File: config.mk
export PLATFORM = sky130hd
export DESIGN_NAME = pdc_power_down_controller
export DESIGN_NICKNAME = d
export VERILOG_FILES = /design/src/hw/pdc_pkg.sv /design/src/hw/pdc_power_down_controller.sv
export VERILOG_INCLUDE_DIRS = /design/src /design/src/hw
export SDC_FILE = /design/constraint.sdc
export NUM_CORES = 1
export LEC_CHECK = 0
export BUFFER_PORTS_ARGS = -buffer_cell sky130_fd_sc_hd__buf_2
export CORE_MARGIN = 2
export CORE_UTILIZATION = 45
export CTS_CLUSTER_DIAMETER = 50
export DETAILED_ROUTE_END_ITERATION = 10
export PLACE_DENSITY = 0.85
export SLEW_MARGIN = 20
export SYNTH_ARGS = -nofsm -noshare
export SYNTH_HDL_FRONTEND = slang
export SYNTH_SLANG_ARGS = --single-unit
File: constraint.sdc
create_clock -name i_sys_clk -period 3.4 [get_ports i_sys_clk]
set_clock_uncertainty 0.1 [all_clocks]
set_input_delay 0.34 -clock i_sys_clk [delete_from_list [all_inputs] [get_ports i_sys_clk]]
set_output_delay 0.34 -clock i_sys_clk [all_outputs]
set_load 0.005 [all_outputs]
File: src/hw/pdc_map.svh
// Register map, field positions, reset values and timing counts of the power-down controller
`ifndef PDC_MAP_SVH
`define PDC_MAP_SVH
`define PDC_SPC_OFFSET 32'h0000ffc4
`define PDC_STAT_OFFSET 32'h0000ffc8
`define PDC_SPC_RESET 8'h09
`define PDC_BIT_SOFT_STANDBY_SELECT 7
`define PDC_BIT_STS_HI 6
`define PDC_BIT_STS_LO 4
`define PDC_BIT_NMI_EDGE_SELECT 2
`define PDC_BIT_DUAL_PORT_MEM_ENABLE 1
`define PDC_BIT_ONCHIP_RAM_ENABLE 0
`define PDC_SETTLE_BASE 32'd8192
`define PDC_SETTLE_MAX 32'd131072
`endif

File: src/hw/pdc_pkg.sv
// Types of the power-down controller
package pdc_pkg;
  typedef enum logic [2:0]
  {
    PDC_RUN = 3'b000,
    PDC_SLEEP = 3'b001,
    PDC_SSTBY = 3'b010,
    PDC_SETTLE = 3'b011,
    PDC_RES_WAIT = 3'b100,
    PDC_HSTBY = 3'b101
  } pdc_state_type;
endpackage

File: src/hw/pdc_power_down_controller.sv
// Power-down controller: sleep, software standby, hardware standby and settling wait
//
// Our own choice: the AXI4-Lite register port.
`timescale 1ns/100ps
`default_nettype none
`include "pdc_map.svh"
module pdc_power_down_controller
  import pdc_pkg::*;
#(
  parameter int unsigned SETTLE_BASE = `PDC_SETTLE_BASE
)
(
  input wire logic i_sys_clk,
  input wire logic i_reset_n,
  input wire logic [31:0] i_s_axi_awaddr,
  input wire logic i_s_axi_awvalid,
  output logic o_s_axi_awready,
  input wire logic [31:0] i_s_axi_wdata,
  input wire logic [3:0] i_s_axi_wstrb,
  input wire logic i_s_axi_wvalid,
  output logic o_s_axi_wready,
  output logic [1:0] o_s_axi_bresp,
  output logic o_s_axi_bvalid,
  input wire logic i_s_axi_bready,
  input wire logic [31:0] i_s_axi_araddr,
  input wire logic i_s_axi_arvalid,
  output logic o_s_axi_arready,
  output logic [31:0] o_s_axi_rdata,
  output logic [1:0] o_s_axi_rresp,
  output logic o_s_axi_rvalid,
  input wire logic i_s_axi_rready,
  input wire logic i_sleep_req,
  input wire logic i_cpu_imask,
  input wire logic i_periph_irq,
  input wire logic i_res_pin_n,
  input wire logic i_hard_standby_pin_n,
  input wire logic i_nmi_pin_n,
  input wire logic [2:0] i_irq_pin_n,
  output logic o_osc_en,
  output logic o_cpu_clk_en,
  output logic o_periph_clk_en,
  output logic o_periph_reset,
  output logic o_cpu_reset,
  output logic o_wake_irq,
  output logic o_nmi_edge,
  output logic o_hard_standby,
  output logic o_dual_port_mem_enable,
  output logic o_onchip_ram_enable
);

  // ****************************************
  // Pin synchronisers
  // ****************************************
  logic [5:0] pin_meta_q, pin_sync_q;
  logic nmi_prev_q;
  logic [2:0] irq_prev_q;
  always_ff @(posedge i_sys_clk or negedge i_reset_n)
  begin
    if (!i_reset_n)
    begin
      pin_meta_q <= 6'h3f;
      pin_sync_q <= 6'h3f;
    end
    else
    begin
      pin_meta_q <= {i_irq_pin_n, i_nmi_pin_n, i_hard_standby_pin_n, i_res_pin_n};
      pin_sync_q <= pin_meta_q;
    end
  end

  logic res_n_s, hstby_n_s, nmi_n_s;
  logic [2:0] irq_n_s;
  assign {irq_n_s, nmi_n_s, hstby_n_s, res_n_s} = pin_sync_q;

  // ****************************************
  // Control register
  // ****************************************
  logic soft_standby_select_q, nmi_edge_select_q, dual_port_mem_enable_q, onchip_ram_enable_q;
  logic [2:0] sts_q;
  pdc_state_type state_q, state_d;
  logic [17:0] settle_cnt_q;

  // Settling length in states for a given field code
  function automatic logic [17:0] settle_len(input logic [2:0] code);
    logic [17:0] base;
    base = 18'(SETTLE_BASE);
    if (code[2])
      settle_len = base << 4;
    else
      settle_len = base << code[1:0];
  endfunction

  // ****************************************
  // AXI4-Lite slave
  // ****************************************
  logic aw_held_q, w_held_q;
  logic [31:0] awaddr_q, wdata_q;
  logic [3:0] wstrb_q;
  logic do_write, wr_spc;
  assign o_s_axi_awready = !aw_held_q && !o_s_axi_bvalid;
  assign o_s_axi_wready = !w_held_q && !o_s_axi_bvalid;
  assign do_write = aw_held_q && w_held_q && !o_s_axi_bvalid;
  assign wr_spc = do_write && awaddr_q == `PDC_SPC_OFFSET && wstrb_q[0];

  always_ff @(posedge i_sys_clk or negedge i_reset_n)
  begin
    if (!i_reset_n)
    begin
      aw_held_q <= 1'b0;
      w_held_q <= 1'b0;
      awaddr_q <= 32'h0;
      wdata_q <= 32'h0;
      wstrb_q <= 4'h0;
      o_s_axi_bvalid <= 1'b0;
      o_s_axi_bresp <= 2'h0;
    end
    else
    begin
      if (i_s_axi_awvalid && o_s_axi_awready)
      begin
        aw_held_q <= 1'b1;
        awaddr_q <= i_s_axi_awaddr;
      end
      if (i_s_axi_wvalid && o_s_axi_wready)
      begin
        w_held_q <= 1'b1;
        wdata_q <= i_s_axi_wdata;
        wstrb_q <= i_s_axi_wstrb;
      end
      if (do_write)
      begin
        aw_held_q <= 1'b0;
        w_held_q <= 1'b0;
        o_s_axi_bvalid <= 1'b1;
        o_s_axi_bresp <= (awaddr_q == `PDC_SPC_OFFSET || awaddr_q == `PDC_STAT_OFFSET) ? 2'h0
          : 2'h2;
      end
      else if (o_s_axi_bvalid && i_s_axi_bready)
        o_s_axi_bvalid <= 1'b0;
    end
  end

  assign o_s_axi_arready = !o_s_axi_rvalid;

  always_ff @(posedge i_sys_clk or negedge i_reset_n)
  begin
    if (!i_reset_n)
    begin
      o_s_axi_rvalid <= 1'b0;
      o_s_axi_rdata <= 32'h0;
      o_s_axi_rresp <= 2'h0;
    end
    else if (i_s_axi_arvalid && o_s_axi_arready)
    begin
      o_s_axi_rvalid <= 1'b1;
      o_s_axi_rresp <= 2'h0;
      if (i_s_axi_araddr == `PDC_SPC_OFFSET)
        o_s_axi_rdata <= {24'h0, soft_standby_select_q, sts_q, 1'b1, nmi_edge_select_q, dual_port_mem_enable_q, onchip_ram_enable_q};
      else if (i_s_axi_araddr == `PDC_STAT_OFFSET)
        o_s_axi_rdata <= {11'h0, settle_cnt_q, state_q};
      else
      begin
        o_s_axi_rdata <= 32'h0;
        o_s_axi_rresp <= 2'h2;
      end
    end
    else if (o_s_axi_rvalid && i_s_axi_rready)
      o_s_axi_rvalid <= 1'b0;
  end

  // Register fields; reset pin release from standby clears select
  logic clear_soft_standby_select;

  always_ff @(posedge i_sys_clk or negedge i_reset_n)
  begin
    if (!i_reset_n)
    begin
      soft_standby_select_q <= 1'(`PDC_SPC_RESET >> `PDC_BIT_SOFT_STANDBY_SELECT);
      sts_q <= 3'h0;
      nmi_edge_select_q <= 1'b0;
      dual_port_mem_enable_q <= 1'b0;
      onchip_ram_enable_q <= 1'b1;
    end
    else if (clear_soft_standby_select || state_q == PDC_HSTBY)
    begin
      soft_standby_select_q <= 1'b0;
      sts_q <= 3'h0;
      nmi_edge_select_q <= 1'b0;
      dual_port_mem_enable_q <= 1'b0;
      onchip_ram_enable_q <= 1'b1;
    end
    else if (wr_spc)
    begin
      soft_standby_select_q <= wdata_q[`PDC_BIT_SOFT_STANDBY_SELECT];
      sts_q <= wdata_q[`PDC_BIT_STS_HI:`PDC_BIT_STS_LO];
      nmi_edge_select_q <= wdata_q[`PDC_BIT_NMI_EDGE_SELECT];
      dual_port_mem_enable_q <= wdata_q[`PDC_BIT_DUAL_PORT_MEM_ENABLE];
      onchip_ram_enable_q <= wdata_q[`PDC_BIT_ONCHIP_RAM_ENABLE];
    end
  end

  // ****************************************
  // Wake sources
  // ****************************************
  logic nmi_evt;
  logic [2:0] irq_lvl;

  always_ff @(posedge i_sys_clk or negedge i_reset_n)
  begin
    if (!i_reset_n)
    begin
      nmi_prev_q <= 1'b1;
      irq_prev_q <= 3'h7;
    end
    else
    begin
      nmi_prev_q <= nmi_n_s;
      irq_prev_q <= irq_n_s;
    end
  end

  // Edge chosen by the edge select bit
  assign nmi_evt = nmi_edge_select_q ? (nmi_n_s && !nmi_prev_q) : (!nmi_n_s && nmi_prev_q);
  assign irq_lvl = ~irq_n_s;

  logic sleep_wake, sstby_wake;
  // Peripheral request arrives already gated by its own enable bit
  assign sleep_wake = nmi_evt || (!i_cpu_imask && (i_periph_irq || (|irq_lvl)));
  // Only NMI and IRQ0-2 may wake from software standby; IRQ3-7 are off by software
  assign sstby_wake = nmi_evt || (!i_cpu_imask && (|irq_lvl));

  // ****************************************
  // Power-down state machine
  // ****************************************
  always_comb
  begin
    state_d = state_q;
    clear_soft_standby_select = 1'b0;
    case (state_q)
      PDC_RUN:
        if (i_sleep_req)
          state_d = soft_standby_select_q ? PDC_SSTBY : PDC_SLEEP;
      PDC_SLEEP:
        if (!res_n_s)
          state_d = PDC_RUN;
        else if (sleep_wake)
          state_d = PDC_RUN;
      PDC_SSTBY:
        if (!res_n_s)
          state_d = PDC_RES_WAIT;
        else if (sstby_wake)
          state_d = PDC_SETTLE;
      PDC_SETTLE:
        if (settle_cnt_q >= settle_len(sts_q) - 18'h1)
          state_d = PDC_RUN;
      PDC_RES_WAIT:
        if (res_n_s)
        begin
          state_d = PDC_RUN;
          clear_soft_standby_select = 1'b1;
        end
      PDC_HSTBY:
        if (hstby_n_s)
          state_d = PDC_RES_WAIT;
      default:
        state_d = PDC_RUN;
    endcase
    if (!hstby_n_s)
      state_d = PDC_HSTBY;
  end

  always_ff @(posedge i_sys_clk or negedge i_reset_n)
  begin
    if (!i_reset_n)
      state_q <= PDC_RUN;
    else
      state_q <= state_d;
  end

  // Settling counter runs on the free oscillator clock, one step a state
  always_ff @(posedge i_sys_clk or negedge i_reset_n)
  begin
    if (!i_reset_n)
      settle_cnt_q <= 18'h0;
    else if (state_q == PDC_SETTLE)
      settle_cnt_q <= settle_cnt_q + 18'h1;
    else
      settle_cnt_q <= 18'h0;
  end

  // ****************************************
  // Outputs
  // ****************************************
  logic wake_irq_q;
  always_ff @(posedge i_sys_clk or negedge i_reset_n)
  begin
    if (!i_reset_n)
      wake_irq_q <= 1'b0;
    else
      wake_irq_q <= (state_q == PDC_SLEEP && state_d == PDC_RUN && res_n_s)
        || (state_q == PDC_SETTLE && state_d == PDC_RUN);
  end

  assign o_wake_irq = wake_irq_q;
  assign o_osc_en = !(state_q == PDC_SSTBY || state_q == PDC_HSTBY);
  assign o_cpu_clk_en = state_q == PDC_RUN;
  // Peripherals run in sleep but are frozen in both standby modes
  assign o_periph_clk_en = state_q == PDC_RUN || state_q == PDC_SLEEP;
  assign o_periph_reset = state_q == PDC_SSTBY || state_q == PDC_SETTLE
    || state_q == PDC_HSTBY || state_q == PDC_RES_WAIT;
  // Reset held in the CPU until the pin rises; sleep exit by pin also resets
  assign o_cpu_reset = state_q == PDC_RES_WAIT || state_q == PDC_HSTBY || !res_n_s;
  assign o_hard_standby = state_q == PDC_HSTBY;
  assign o_nmi_edge = nmi_edge_select_q;
  assign o_dual_port_mem_enable = dual_port_mem_enable_q;
  assign o_onchip_ram_enable = onchip_ram_enable_q;

endmodule // pdc_power_down_controller
`default_nettype wire

; ---- Word level (Yosys, flattened, before mapping)
; Cells that the tools add are included.
[classes]
n_addsub = 2
multipliers = 0
n_div = 0
n_lt_le_gt_ge = 1
n_eq_ne = 9
shifts = 1
mux = 39
bitwise_logic = 1
reduce_logical = 48
[ops]
columns = operator, count
row1 = 32-bit by 16-bit equality test with 1-bit output (second input constant), 4
row2 = 18-bit 2-to-1 mux, 3
row3 = 21-bit 2-to-1 mux, 2
row4 = 3-bit 2-to-1 mux, 10
row5 = 1-bit 2-to-1 mux, 19
row6 = 18-bit by 1-bit adder with 18-bit output (second input constant), 1
row7 = 18-bit greater-or-equal comparator, 1
row8 = 1-bit logical AND, 18
row9 = 3-bit one-hot mux with 6 select lines, 1
row10 = 14-bit by 2-bit left shift with 18-bit output (first input constant), 1
row11 = 18-bit by 1-bit subtractor with 18-bit output (second input constant), 1
row12 = 1-bit logical OR, 13
row13 = 2-bit nonzero test, 5
row14 = 1-bit logical NOT, 9
row15 = 2-bit 2-to-1 mux, 4
row16 = 3-bit by 2-bit equality test with 1-bit output (second input constant), 2
row17 = 3-bit equality test (second input constant), 2
row18 = 3-bit logical NOT, 2
row19 = 3-bit by 1-bit equality test with 1-bit output (second input constant), 1
row20 = 3-bit NOT, 1
row21 = 3-bit OR reduction, 1
[word_totals]
reg_bits = 123
latch_bits = 0
ram_bits = 0
romBits = 0
output_inout_bits = 51
n_memories = 0

; ---- Logic depth before layout (Yosys ltp)
; Gate-level depths: netlist (run 1).
[depth]
ltp_word = 13
mapped_depth = 10

; ---- Worst setup path before layout (run 1)
; Ideal clock, no wire load.
[synth_path]
kind = register to register
from = register sts_q[0]
to = register wake_irq_q, in the netlist o_wake_irq
setup_time_ps = 123
t_arrival_ps = 2158
t_required_ps = 3177
path_slack_ps = 1019
path_stages_with_launch = 10
n_path_buf = 0
path_cell_list = dfrtp_1 -> or3_1 -> ha_1 -> xnor2_1 -> ha_1 -> and4_1 -> a211oi_1 -> o211ai_1 -> a31oi_1 -> nor2_1
[synth_via]
elab_chain_len = 12
word_cells_on_any_way = 13
[synth_lines]
columns = item, line
row1 = start: declaration, pdc_power_down_controller.sv:79  ; logic [2:0] sts_q;
row2 = start signal: assignment, pdc_power_down_controller.sv:195  ; sts_q <= wdata_q[`PDC_BIT_STS_HI:`PDC_BIT_STS_LO];
row3 = 14-bit by 2-bit left shift with 18-bit output (*), pdc_power_down_controller.sv:90  ; settle_len = base << code[1:0];
row4 = 18-bit 2-to-1 mux (*), pdc_power_down_controller.sv:87  ; if (code[2])
row5 = 18-bit 2-to-1 mux (*), pdc_power_down_controller.sv:239  ; case (state_q)
row6 = 18-bit by 1-bit subtractor with 18-bit output (*), pdc_power_down_controller.sv:254  ; if (settle_cnt_q >= settle_len(sts_q) - 18'h1)
row7 = 18-bit greater-or-equal comparator (*), pdc_power_down_controller.sv:254
row8 = 3-bit 2-to-1 mux (*), pdc_power_down_controller.sv:254
row9 = 3-bit one-hot mux with 6 select lines (*), pdc_power_down_controller.sv:239
row10 = 3-bit 2-to-1 mux (*), pdc_power_down_controller.sv:268  ; if (!hstby_n_s)
row11 = 3-bit logical NOT (*), "pdc_power_down_controller.sv:300, pdc_power_down_controller.sv:301"
row12 = 1-bit logical AND (2 in series), pdc_power_down_controller.sv:300  ; wake_irq_q <= (state_q == PDC_SLEEP && state_d == PDC_RUN && res_n_s)
row13 = 1-bit logical OR (*), pdc_power_down_controller.sv:301  ; || (state_q == PDC_SETTLE && state_d == PDC_RUN);
row14 = end signal: assignment, pdc_power_down_controller.sv:300
row15 = end: declaration, pdc_power_down_controller.sv:294  ; logic wake_irq_q;
; Mark *: on every way between the ends. The rest lies on a longest branch, timed or not. The select of a mux whose other input is x is not followed.
; A chain may end at the register's enable or synchronous reset.

; ---- Worst setup path in the final report (run 1)
[layout_path]
from = register sts_q[0]
to = register state_q[0]
[layout_via]
elab_chain_len = 8
[layout_lines]
columns = item, line
row1 = 14-bit by 2-bit left shift with 18-bit output, pdc_power_down_controller.sv:90
row2 = 18-bit 2-to-1 mux, pdc_power_down_controller.sv:87
row3 = 18-bit 2-to-1 mux, pdc_power_down_controller.sv:239
row4 = 18-bit by 1-bit subtractor with 18-bit output, pdc_power_down_controller.sv:254
row5 = 18-bit greater-or-equal comparator, pdc_power_down_controller.sv:254
row6 = 3-bit 2-to-1 mux, pdc_power_down_controller.sv:254
row7 = 3-bit one-hot mux with 6 select lines, pdc_power_down_controller.sv:239
row8 = 3-bit 2-to-1 mux, pdc_power_down_controller.sv:268
row9 = net state_d[0], pdc_power_down_controller.sv:80  ; pdc_state_type state_q, state_d;
row10 = end signal: assignment, pdc_power_down_controller.sv:277  ; state_q <= state_d;
row11 = end: declaration, pdc_power_down_controller.sv:80
; The timed path passes the listed nets, and every way through them passes these cells. The select of a mux whose other input is x is not followed.

==> results of run 1 <==
-- worst max path at each step --
stage,from,endpoint,slack [ps],cells past startpoint
after global routing,sts_q[0],o_wake_irq,590,9
after floorplan,sts_q[0],o_wake_irq,1020,9
after detailed placement,sts_q[0],o_wake_irq,770,9
after CTS,sts_q[0],o_wake_irq,740,9
after global placement,sts_q[0],o_wake_irq,830,9
final,sts_q[0],state_q[0],770,9
-- flip-flops by register name, summed over array words and instances, names as in the netlist, 3 cells and up --
| name | cells |
|---|---|
| wdata_q | 7 |
| pin_sync_q | 6 |
| state_q | 3 |
| settle_cnt_q | 18 |
| sts_q | 3 |
| o_s_axi_rdata | 21 |
| pin_meta_q | 6 |
| awaddr_q | 32 |
-- through the flow --
| stage | setup slack [ps] | power (mW) |
|---|---|---|
| CTS | 742 | 3.02 |
| global placement | 830 | 2.23 |
| global route | 594 | 3.16 |
| floorplan | 1020 | 2.08 |
| detailed placement | 773 | 2.28 |
| finish | 767 | 2.97 |
-- cell type report --
class	instances	area [sq um]	share of cell area (%)
Clock buffer	10	128	2.23
Clock inverter	6	53.8	0.942
Inverter	11	41.3	0.723
Multi-Input combinational cell	248	1840	32.3
Sequential cell	109	2750	48.1
Tap cell	136	170	2.98
Timing Repair Buffer	136	728	12.8
-- layer usage --
| layer | wire length [um] | global-route usage, % | vias up |
|---|---|---|---|
| met3 | 704 | 6.38 | 12 |
| li1 | - | - | 1628 |
| met4 | 112 | 4.92 | 0 |
| met1 | 3910 | 21.3 | 1653 |
| met2 | 4760 | 30.2 | 110 |
| met5 | 0 | 0 | - |
-- synthesized netlist by cell type, drive strengths merged (2+ instances only) --
library cell	n	area (sq um)
a21oi	8	40.0
a221o	7	70.1
a22o	20	175
a31oi	3	18.8
and2	12	78.8
and3	4	25.0
and4	4	35.0
buf	16	131
clkbuf	11	41.3
dfrtp	95	2380
dfstp	14	368
ha	10	125
inv	11	41.3
mux2	41	462
nand2	14	52.6
nand2b	4	25.0
nand3	8	40.0
nand3b	2	15.0
nand4	8	56.3
nand4b	2	17.5
nor2	25	93.8
nor2b	3	18.8
nor3	2	15.0
nor3b	2	20.0
nor4	9	56.3
o211ai	2	15.0
o21ai	11	55.1
or3	5	31.3
xnor2	3	26.3
xor2	11	96.3
-- cells in the final DEF, fill, tap and decap left out, types with 7 or more instances in the layout --
cell type      netlist  final
xor2_1              11     11
o21ai_1              7      7
dlygate4sd3_1        0      7
a21oi_1              8      8
mux2_1              39     39
nand2_1             14     14
conb_1               1     13
and2_1              10     10
nor4_1               9      9
clkbuf_8             0      9
a221o_1              7      7
dfstp_2             14     14
ha_1                10     10
a22o_1              20     20
nand4_1              7      7
buf_2                0    124
nor2_1              25     25
nand3_1              8      8
dfrtp_1             95     95
inv_1                9      9
-- worst register-to-register path, stage by stage (launching register included) --
cell,delay [ps]
dfrtp_1,430
or3_1,410
ha_1,230
xnor2_1,170
ha_1,260
and4_1,200
a211oi_1,230
o211ai_1,190
a31oi_1,220
nand2b_1,120
-- where the power goes --
part,switching (mW),leakage (nW),internal [mW],total (mW)
clock network,0.444,0.0898,0.281,0.725
logic,0.239,1.24,0.284,0.523
registers,0.149,1.36,1.58,1.72
total,0.832,2.69,2.14,2.97
-- kinds of logic (layout without fill, tap and decap cells) --
group	count (synthesis)	after routing	synth area share, %
DFF	109	109	57.7
AOI/OAI and AO/OA	60	60	9.41
xor gates and xnor gates	14	14	2.58
and+or+nand+nor	109	109	13.2
muxes	42	42	9.91
buffers and inverters	38	163	4.50
other	1	13	0.0788
adders and majority gates	10	10	2.63
==> flow_summary.toml, run 1 <==
[setup_path]
worstPathRequired_ps = 3610
r2r_cells = 9
arrival_ps = 2840
crit_chain = "or3_1 -> ha_1 -> xnor2_1 -> ha_1 -> and4_1 -> a211oi_1 -> o211ai_1 -> a31oi_1 -> nand2b_1"
crit_fanout = 5
crit_path_max_incr_delay_ps = 430
critPathTopFamily = "simple AND/OR/NAND/NOR gates"
start_kind = "flip-flop"
endpoint_kind = "flip-flop"
cpMaxStageDelayCell = "dfrtp_1"
worstSetupPathType = "flip-flop to flip-flop"
r2r-end = "state_q[0]"
reg2reg_slack_ps = 770
r2r_start = "sts_q[0]"
crit_buf_inv = 0
path_common_cell = "ha_1"

[placement]
port_buffers = 125
globalplace.congestion = 0.788
placed_area_sq_um = 5460
dpl.cell_count = 633
hpwlAfterDp_um = 7180

[sta]
setup_viol = 0
relSlewSlack_pct = 45.2
worstMarginPinSlew_ps = 820
period_needed_ps = 2630
post-route-period-util_pct = 77.5
finalMaxSlewViolations = 0
rsz0062_at_grt = "no"
clock.fmax_ghz = 0.380
finalHoldViolCount = 0
setup_tns_ps = 0
hold_ws_ps = 23.3

[layout]
synthToLayoutAreaGrowth_pct = 20.0
final_nets = 641
antennaDiodeCount = 0
fin_util_pct = 55.6
fill_cells = 877
drive_gt1_share_pct = 32.3
final_cells = 656
design_area_sq_um = 5710

[global_routing]
grt_pass1_wl_um = 16100
grt_max_degree = 60
grt_pass1_vias = 3505
grt_overflow_total = 0
antenna_found_initial = 0
grtUsageTotal_pct = 17.7

[synthesis]
synth-main-ff-cell = "dfrtp_1"
synth_edf_count = 0
ys_types = 56
synth_area_sq_um = 4760
netlist_instances = 383
yosysSeqAreaShare_pct = 57.7
syn_area_per_cell_sq_um = 12.4
yosys_warnings = 0
ys_ff_latch = 109
synthArstFlopShare_pct = 100

[worst_hold_path]
hold_path_startpoint = "i_s_axi_bready"
hold_end = "o_s_axi_bvalid"
hold_class = "input port to flip-flop"
hold_depth = 2

[floorplanning]
io_pins = 167
die_w_um = 107
die_area_sq_um = 11400
num_rows = 37
dieHeight_um = 107
coreArea_sq_um = 10300
initial_core_util_pct = 46.3

[route]
vias_per_cell = 5.19
routedWlPerCell_um = 14.5
drt_iter0_markers = 127
drc = 0
drt_wl_total_um = 9490
dr.pass1.iters = 5
drt.antenna.violating_nets = 0
vias = 3403

[power]
ir_drop_mv = 0.518
power_leakage_nw = 2.69
power_density_nw_per_um2 = 521

[clock_network]
htree_levels = 3
clock_path_buffers = 2
cts_made_buffers = 9
clk_latency_ps = 380
cts.sinks = 109
post-cts-setup-buffers = 0
clkTransAtPathRegs_ps = 110
cts_tree = "built"
cts_resized = 0
root_buffer = "clkbuf_8"
cts_hold_repair.buffers = 7

[run_status]
outcome = "completed"

[job]
cap_violations = 0
(Power assumes the default switching activity.)
==> run 2: changes to the inputs <==
--- a/config.mk
+++ b/config.mk
@@ -11,7 +11,7 @@
 export CORE_UTILIZATION = 45
 export CTS_CLUSTER_DIAMETER = 50
 export DETAILED_ROUTE_END_ITERATION = 10
-export PLACE_DENSITY = 0.85
+export PLACE_DENSITY = 0.88
 export SLEW_MARGIN = 20
 export SYNTH_ARGS = -nofsm -noshare
 export SYNTH_HDL_FRONTEND = slang
==> constraint.sdc (replaced) <==
create_clock -name i_sys_clk -period 2.2 [get_ports i_sys_clk]
set_clock_uncertainty 0.1 [all_clocks]
set_input_delay 0.22 -clock i_sys_clk [delete_from_list [all_inputs] [get_ports i_sys_clk]]
set_output_delay 0.22 -clock i_sys_clk [all_outputs]
set_load 0.005 [all_outputs]
==> flow_summary.toml, run 2 (same netlist as run 1, synthesis figures left out) <==
[run_status]
outcome = "finished, violations left"
violations = "negative setup slack"

[floorplanning]
die_area_sq_um = 11400
initial_core_util_pct = 46.3
num_rows = 37
die_w_um = 107
io_pins = 167
coreArea_sq_um = 10300
dieHeight_um = 107

[power]
power_leakage_nw = 2.96
power_density_nw_per_um2 = 776
fin_total_pwr_mw = 4.92
ir_drop_mv = 0.741

[placement]
hpwlAfterDp_um = 7400
port_buffers = 125
globalplace.congestion = 0.865
dpl.cell_count = 642

[layout]
largest_register_ffs = 32
antennaDiodeCount = 0
drive_gt1_share_pct = 33.8
final_cells = 710
synthToLayoutAreaGrowth_pct = 33.3
final_cell_mix = "buf_2 (124), dfrtp_1 (95), dlygate4sd3_1 (50)"
largestRegisters = "awaddr_q: 32 flops, o_s_axi_rdata: 21 flops, settle_cnt_q: 18 flops"
final_nets = 695
final_common_cell = "buf_2"
regMostFlops = "awaddr_q"

[route]
dr.pass1.iters = 4
drt_iter0_markers = 150
drc = 0
drt.antenna.violating_nets = 0
vias_per_cell = 5.16
vias = 3663
drt_wl_total_um = 11300
routedWlPerCell_um = 15.9

[setup_path]
r2r-end = "state_q[0]"
crit_fanout = 2
crit_chain = "or3_4 -> ha_4 -> mux2i_2 -> ha_1 -> and4_4 -> a211oi_2 -> o211ai_1 -> a31oi_1 -> nand2b_1"
worstPathRequired_ps = 2410
reg2reg_slack_ps = -310
crit_path_max_incr_delay_ps = 410
worstSetupPathType = "flip-flop to flip-flop"
r2r_start = "sts_q[0]"
r2r_cells = 9
endpoint_kind = "flip-flop"
cpMaxStageDelayCell = "or3_4"
arrival_ps = 2720
start_kind = "flip-flop"

[clock_network]
cts_made_buffers = 9
root_buffer = "clkbuf_8"
clock_path_buffers = 2
clk_latency_ps = 390
cts.sinks = 109
cts_tree = "built"
htree_levels = 3
clkTransAtPathRegs_ps = 100

[sta]
finalHoldViolCount = 0
setup_viol = 3
clock.fmax_ghz = 0.399
rsz0062_at_grt = "yes"
worst_slack_ps = -305
worstMarginPinSlew_ps = 558
finalMaxSlewViolations = 0
period_needed_ps = 2510
post-route-period-util_pct = 114
relSlewSlack_pct = 62.8

[global_routing]
grt_pass1_wl_um = 18600
grt_max_degree = 47
grtUsageTotal_pct = 20.8
grt_overflow_total = 0
antenna_found_initial = 0
grt_pass1_vias = 3877

[worst_hold_path]
hold_depth = 5
hold_end = "state_q[1]"
hold_class = "input port to flip-flop"
hold_path_startpoint = "i_sleep_req"

[job]
cap_violations = 0
run 2: cell count changes in the layout (fill, tap and decap cells not counted), sizes merged:
cell	change
inv	-1
buf	+11
dlygate4sd3	+43
clkinv	+1
run 2: final cells by class:
class	instances	area, sq um
multi-input cells	248	1930
clock inverters	6	61.3
well taps	136	170
clock buffers	10	138
repair buffers	190	1250
inverters	11	41.3
fillers	792	3930
flip-flops and latches	109	2750
run 2: worst max-delay path by stage:
stage | start | to
CTS | sts_q[0] | state_q[0]
global placement | sts_q[1] | state_q[0]
global route | sts_q[0] | state_q[0]
detailed placement | sts_q[1] | state_q[0]
finish | sts_q[0] | state_q[0]
floorplan | sts_q[1] | state_q[0]
run 2: layer usage:
metal | GRT usage, % | part of all wire, % | vias to the layer above
li1 | - | - | 1719
met1 | 24.7 | 40 | 1798
met2 | 36.5 | 53 | 123
met3 | 4.74 | 5.4 | 23
met4 | 8.26 | 2.0 | 0
met5 | 0 | 0 | -
run 2: power by group:
part / switching (mW) / internal (mW) / total [mW]
sequential: 0.309 / 2.44 / 2.74
combinational: 0.449 / 0.513 / 0.963
clock: 0.745 / 0.471 / 1.22
total: 1.50 / 3.42 / 4.92
run 2: worst max-delay path: cells and delay by family (launching register included):
family                     cells  cell delay (ps)
muxes                          1              170
DFF                            1              390
AOI/OAI and AO/OA              3              580
and+or+nand+nor                3              740
adders and majority gates      2              460
run 2: repair_timing:
item / 4_1_cts / 5_1_grt
gates cloned: 0 / 0
hold buffers: 50 / 0
pin swaps: 11 / 5
endpoints found under the setup margin: 9 / 10
hold endpoints to repair: 79 / 0
resized for setup: 8 / 7
setup buffers: 1 / 1
run 2: metrics by stage:
step | setup TNS (ps) | utilization, % | cell area [sq um] | worst slack, ps | hold slack (ps)
floorplan | -251 | - | 4810 | -130 | -176
finish | -720 | 61.7 | 6340 | -305 | 127
global route | -1040 | 61.7 | 6340 | -425 | 152
CTS | -670 | 61.3 | 6300 | -310 | 102
detailed placement | -892 | 54.0 | 5550 | -352 | 147
global placement | -693 | 54.0 | 5550 | -195 | 139
==> run 3: changes to the inputs <==
--- a/config.mk
+++ b/config.mk
@@ -11,6 +11,7 @@
 export CORE_UTILIZATION = 45
 export CTS_CLUSTER_DIAMETER = 50
 export DETAILED_ROUTE_END_ITERATION = 10
+export GPL_TIMING_DRIVEN = 0
 export PLACE_DENSITY = 0.88
 export SLEW_MARGIN = 20
 export SYNTH_ARGS = -nofsm -noshare
==> flow_summary.toml, run 3 (same netlist as run 1, synthesis figures left out) <==
[run_status]
outcome = "finished, violations left"
violations = "negative setup slack"

[floorplanning]
dieHeight_um = 107
num_rows = 37
initial_core_util_pct = 46.3
die_area_sq_um = 11400
die_w_um = 107
coreArea_sq_um = 10300
io_pins = 167

[clock_network]
clock_path_buffers = 2
clk_latency_ps = 360
cts_made_buffers = 9
root_buffer = "clkbuf_8"
clkTransAtPathRegs_ps = 110
cts_tree = "built"
cts.sinks = 109
htree_levels = 3

[setup_path]
worstSetupPathType = "flip-flop to flip-flop"
cpMaxStageDelayCell = "dfrtp_2"
endpoint_kind = "flip-flop"
r2r_start = "sts_q[0]"
r2r-end = "state_q[0]"
crit_chain = "or3_4 -> ha_4 -> mux2i_2 -> ha_1 -> and4_4 -> nand3_1 -> o211ai_1 -> buf_4 -> a31oi_4 -> nand2b_1"
crit_path_max_incr_delay_ps = 420
r2r_cells = 10
path_depth = 10
crit_fanout = 2
cp-startpoint = "sts_q[0]"
cp-endpoint = "state_q[0]"
reg2reg_slack_ps = -390
critPathTopFamily = "simple AND/OR/NAND/NOR gates"
crit_buf_inv = 1
worstPathRequired_ps = 2360
arrival_ps = 2750
start_kind = "flip-flop"

[route]
drc = 0
dr.pass1.iters = 4
vias = 3795
drt.antenna.violating_nets = 0
drt_wl_total_um = 11900
vias_per_cell = 5.20
routedWlPerCell_um = 16.3
drt_iter0_markers = 184

[layout]
final_common_cell = "buf_2"
final_cell_mix = "buf_2 (124), dfrtp_1 (93), dlygate4sd3_1 (49)"
largestRegisters = "awaddr_q: 32 flops, o_s_axi_rdata: 21 flops, settle_cnt_q: 18 flops"
synthToLayoutAreaGrowth_pct = 36.9
antennaDiodeCount = 0
fill_cells = 772
final_nets = 715
drive_gt1_share_pct = 35.0
regMostFlops = "awaddr_q"
largest_register_ffs = 32

[placement]
hpwlAfterDp_um = 7620
globalplace.congestion = 0.881
pre_cts_slack_ps = -500
port_buffers = 125

[sta]
rsz0062_at_grt = "yes"
post-route-period-util_pct = 118
period_needed_ps = 2590
finalHoldViolCount = 0
setup_viol = 3
clock.fmax_ghz = 0.386
setup_tns_ps = -1000
worst_slack_ps = -391
finalMaxSlewViolations = 0

[power]
power_leakage_nw = 3.07
ir_drop_mv = 0.654
power_density_nw_per_um2 = 770
fin_total_pwr_mw = 5.02

[global_routing]
grt_pass1_vias = 4001
grt_pass1_wl_um = 19100
antenna_found_initial = 0
grt_max_degree = 59
grt_overflow_total = 0
grtUsageTotal_pct = 21.3

[worst_hold_path]
hold_path_startpoint = "i_s_axi_wvalid"
hold_class = "input port to flip-flop"

[job]
cap_violations = 0
run 3: how the worst min path moves through the flow:
| stage | endpoint | slack (ps) | cells past startpoint |
|---|---|---|---|
| floorplan | aw_held_q | -180 | 0 |
| global placement | pin_meta_q[3] | 230 | 1 |
| finish | w_held_q | 50 | 3 |
| CTS | w_held_q | 20 | 3 |
| detailed placement | wdata_q[2] | 100 | 1 |
| global route | w_held_q | 80 | 3 |
run 3: timing repair:
| item | 4_1_cts | 5_1_grt |
|---|---|---|
| hold endpoints to repair | 98 | 0 |
| hold buffers | 49 | 0 |
| setup buffers | 5 | 3 |
| gates cloned | 0 | 0 |
| setup endpoints to repair | 10 | 40 |
| resized for setup | 14 | 11 |
| pin swaps | 5 | 9 |
run 3: area by class of cell:
cell class              instances  area (sq um)  share of cell area (%)
clock inverters                 6          57.6                   0.883
multi-input cells             248          1960                    30.1
inverters                      11          41.3                   0.634
flip-flops and latches        109          2750                    42.2
repair buffers                183          1210                    18.6
well taps                     136           170                    2.61
clock buffers                  10           149                    2.28
plain buffers                  27           176                    2.71
run 3: layer usage:
layer  up-vias  track usage, %  routed length (um)
li1       1775               -                   -
met1      1857            25.4                4870
met2       137            37.6                6100
met3        26            4.44                 609
met4         0            8.07                 313
met5         -               0                   0
run 3: power breakdown:
group	internal, mW	leakage [nW]	switching [mW]	total (mW)
registers	2.44	1.36	0.319	2.75
logic	0.536	1.61	0.492	1.03
clock network	0.510	0.106	0.727	1.24
total	3.48	3.07	1.54	5.02
run 3: worst min-delay path: cells and delay by family:
kind	cells	cell delay (ps)
buffers and inverters	1	110
AND/OR/NAND/NOR	1	80
AO/OA/AOI/OAI	1	70
run 3: per-stage QoR:
step                hold WS (ps)  utilization [%]  cell area (sq um)  instances
CTS                         18.3             62.8               6460        727
floorplan                   -176                -               4810        395
finish                      47.5             63.4               6520        730
global placement             226             54.6               5610        656
global route                82.8             63.4               6520        730
detailed placement          99.3             54.9               5640        657
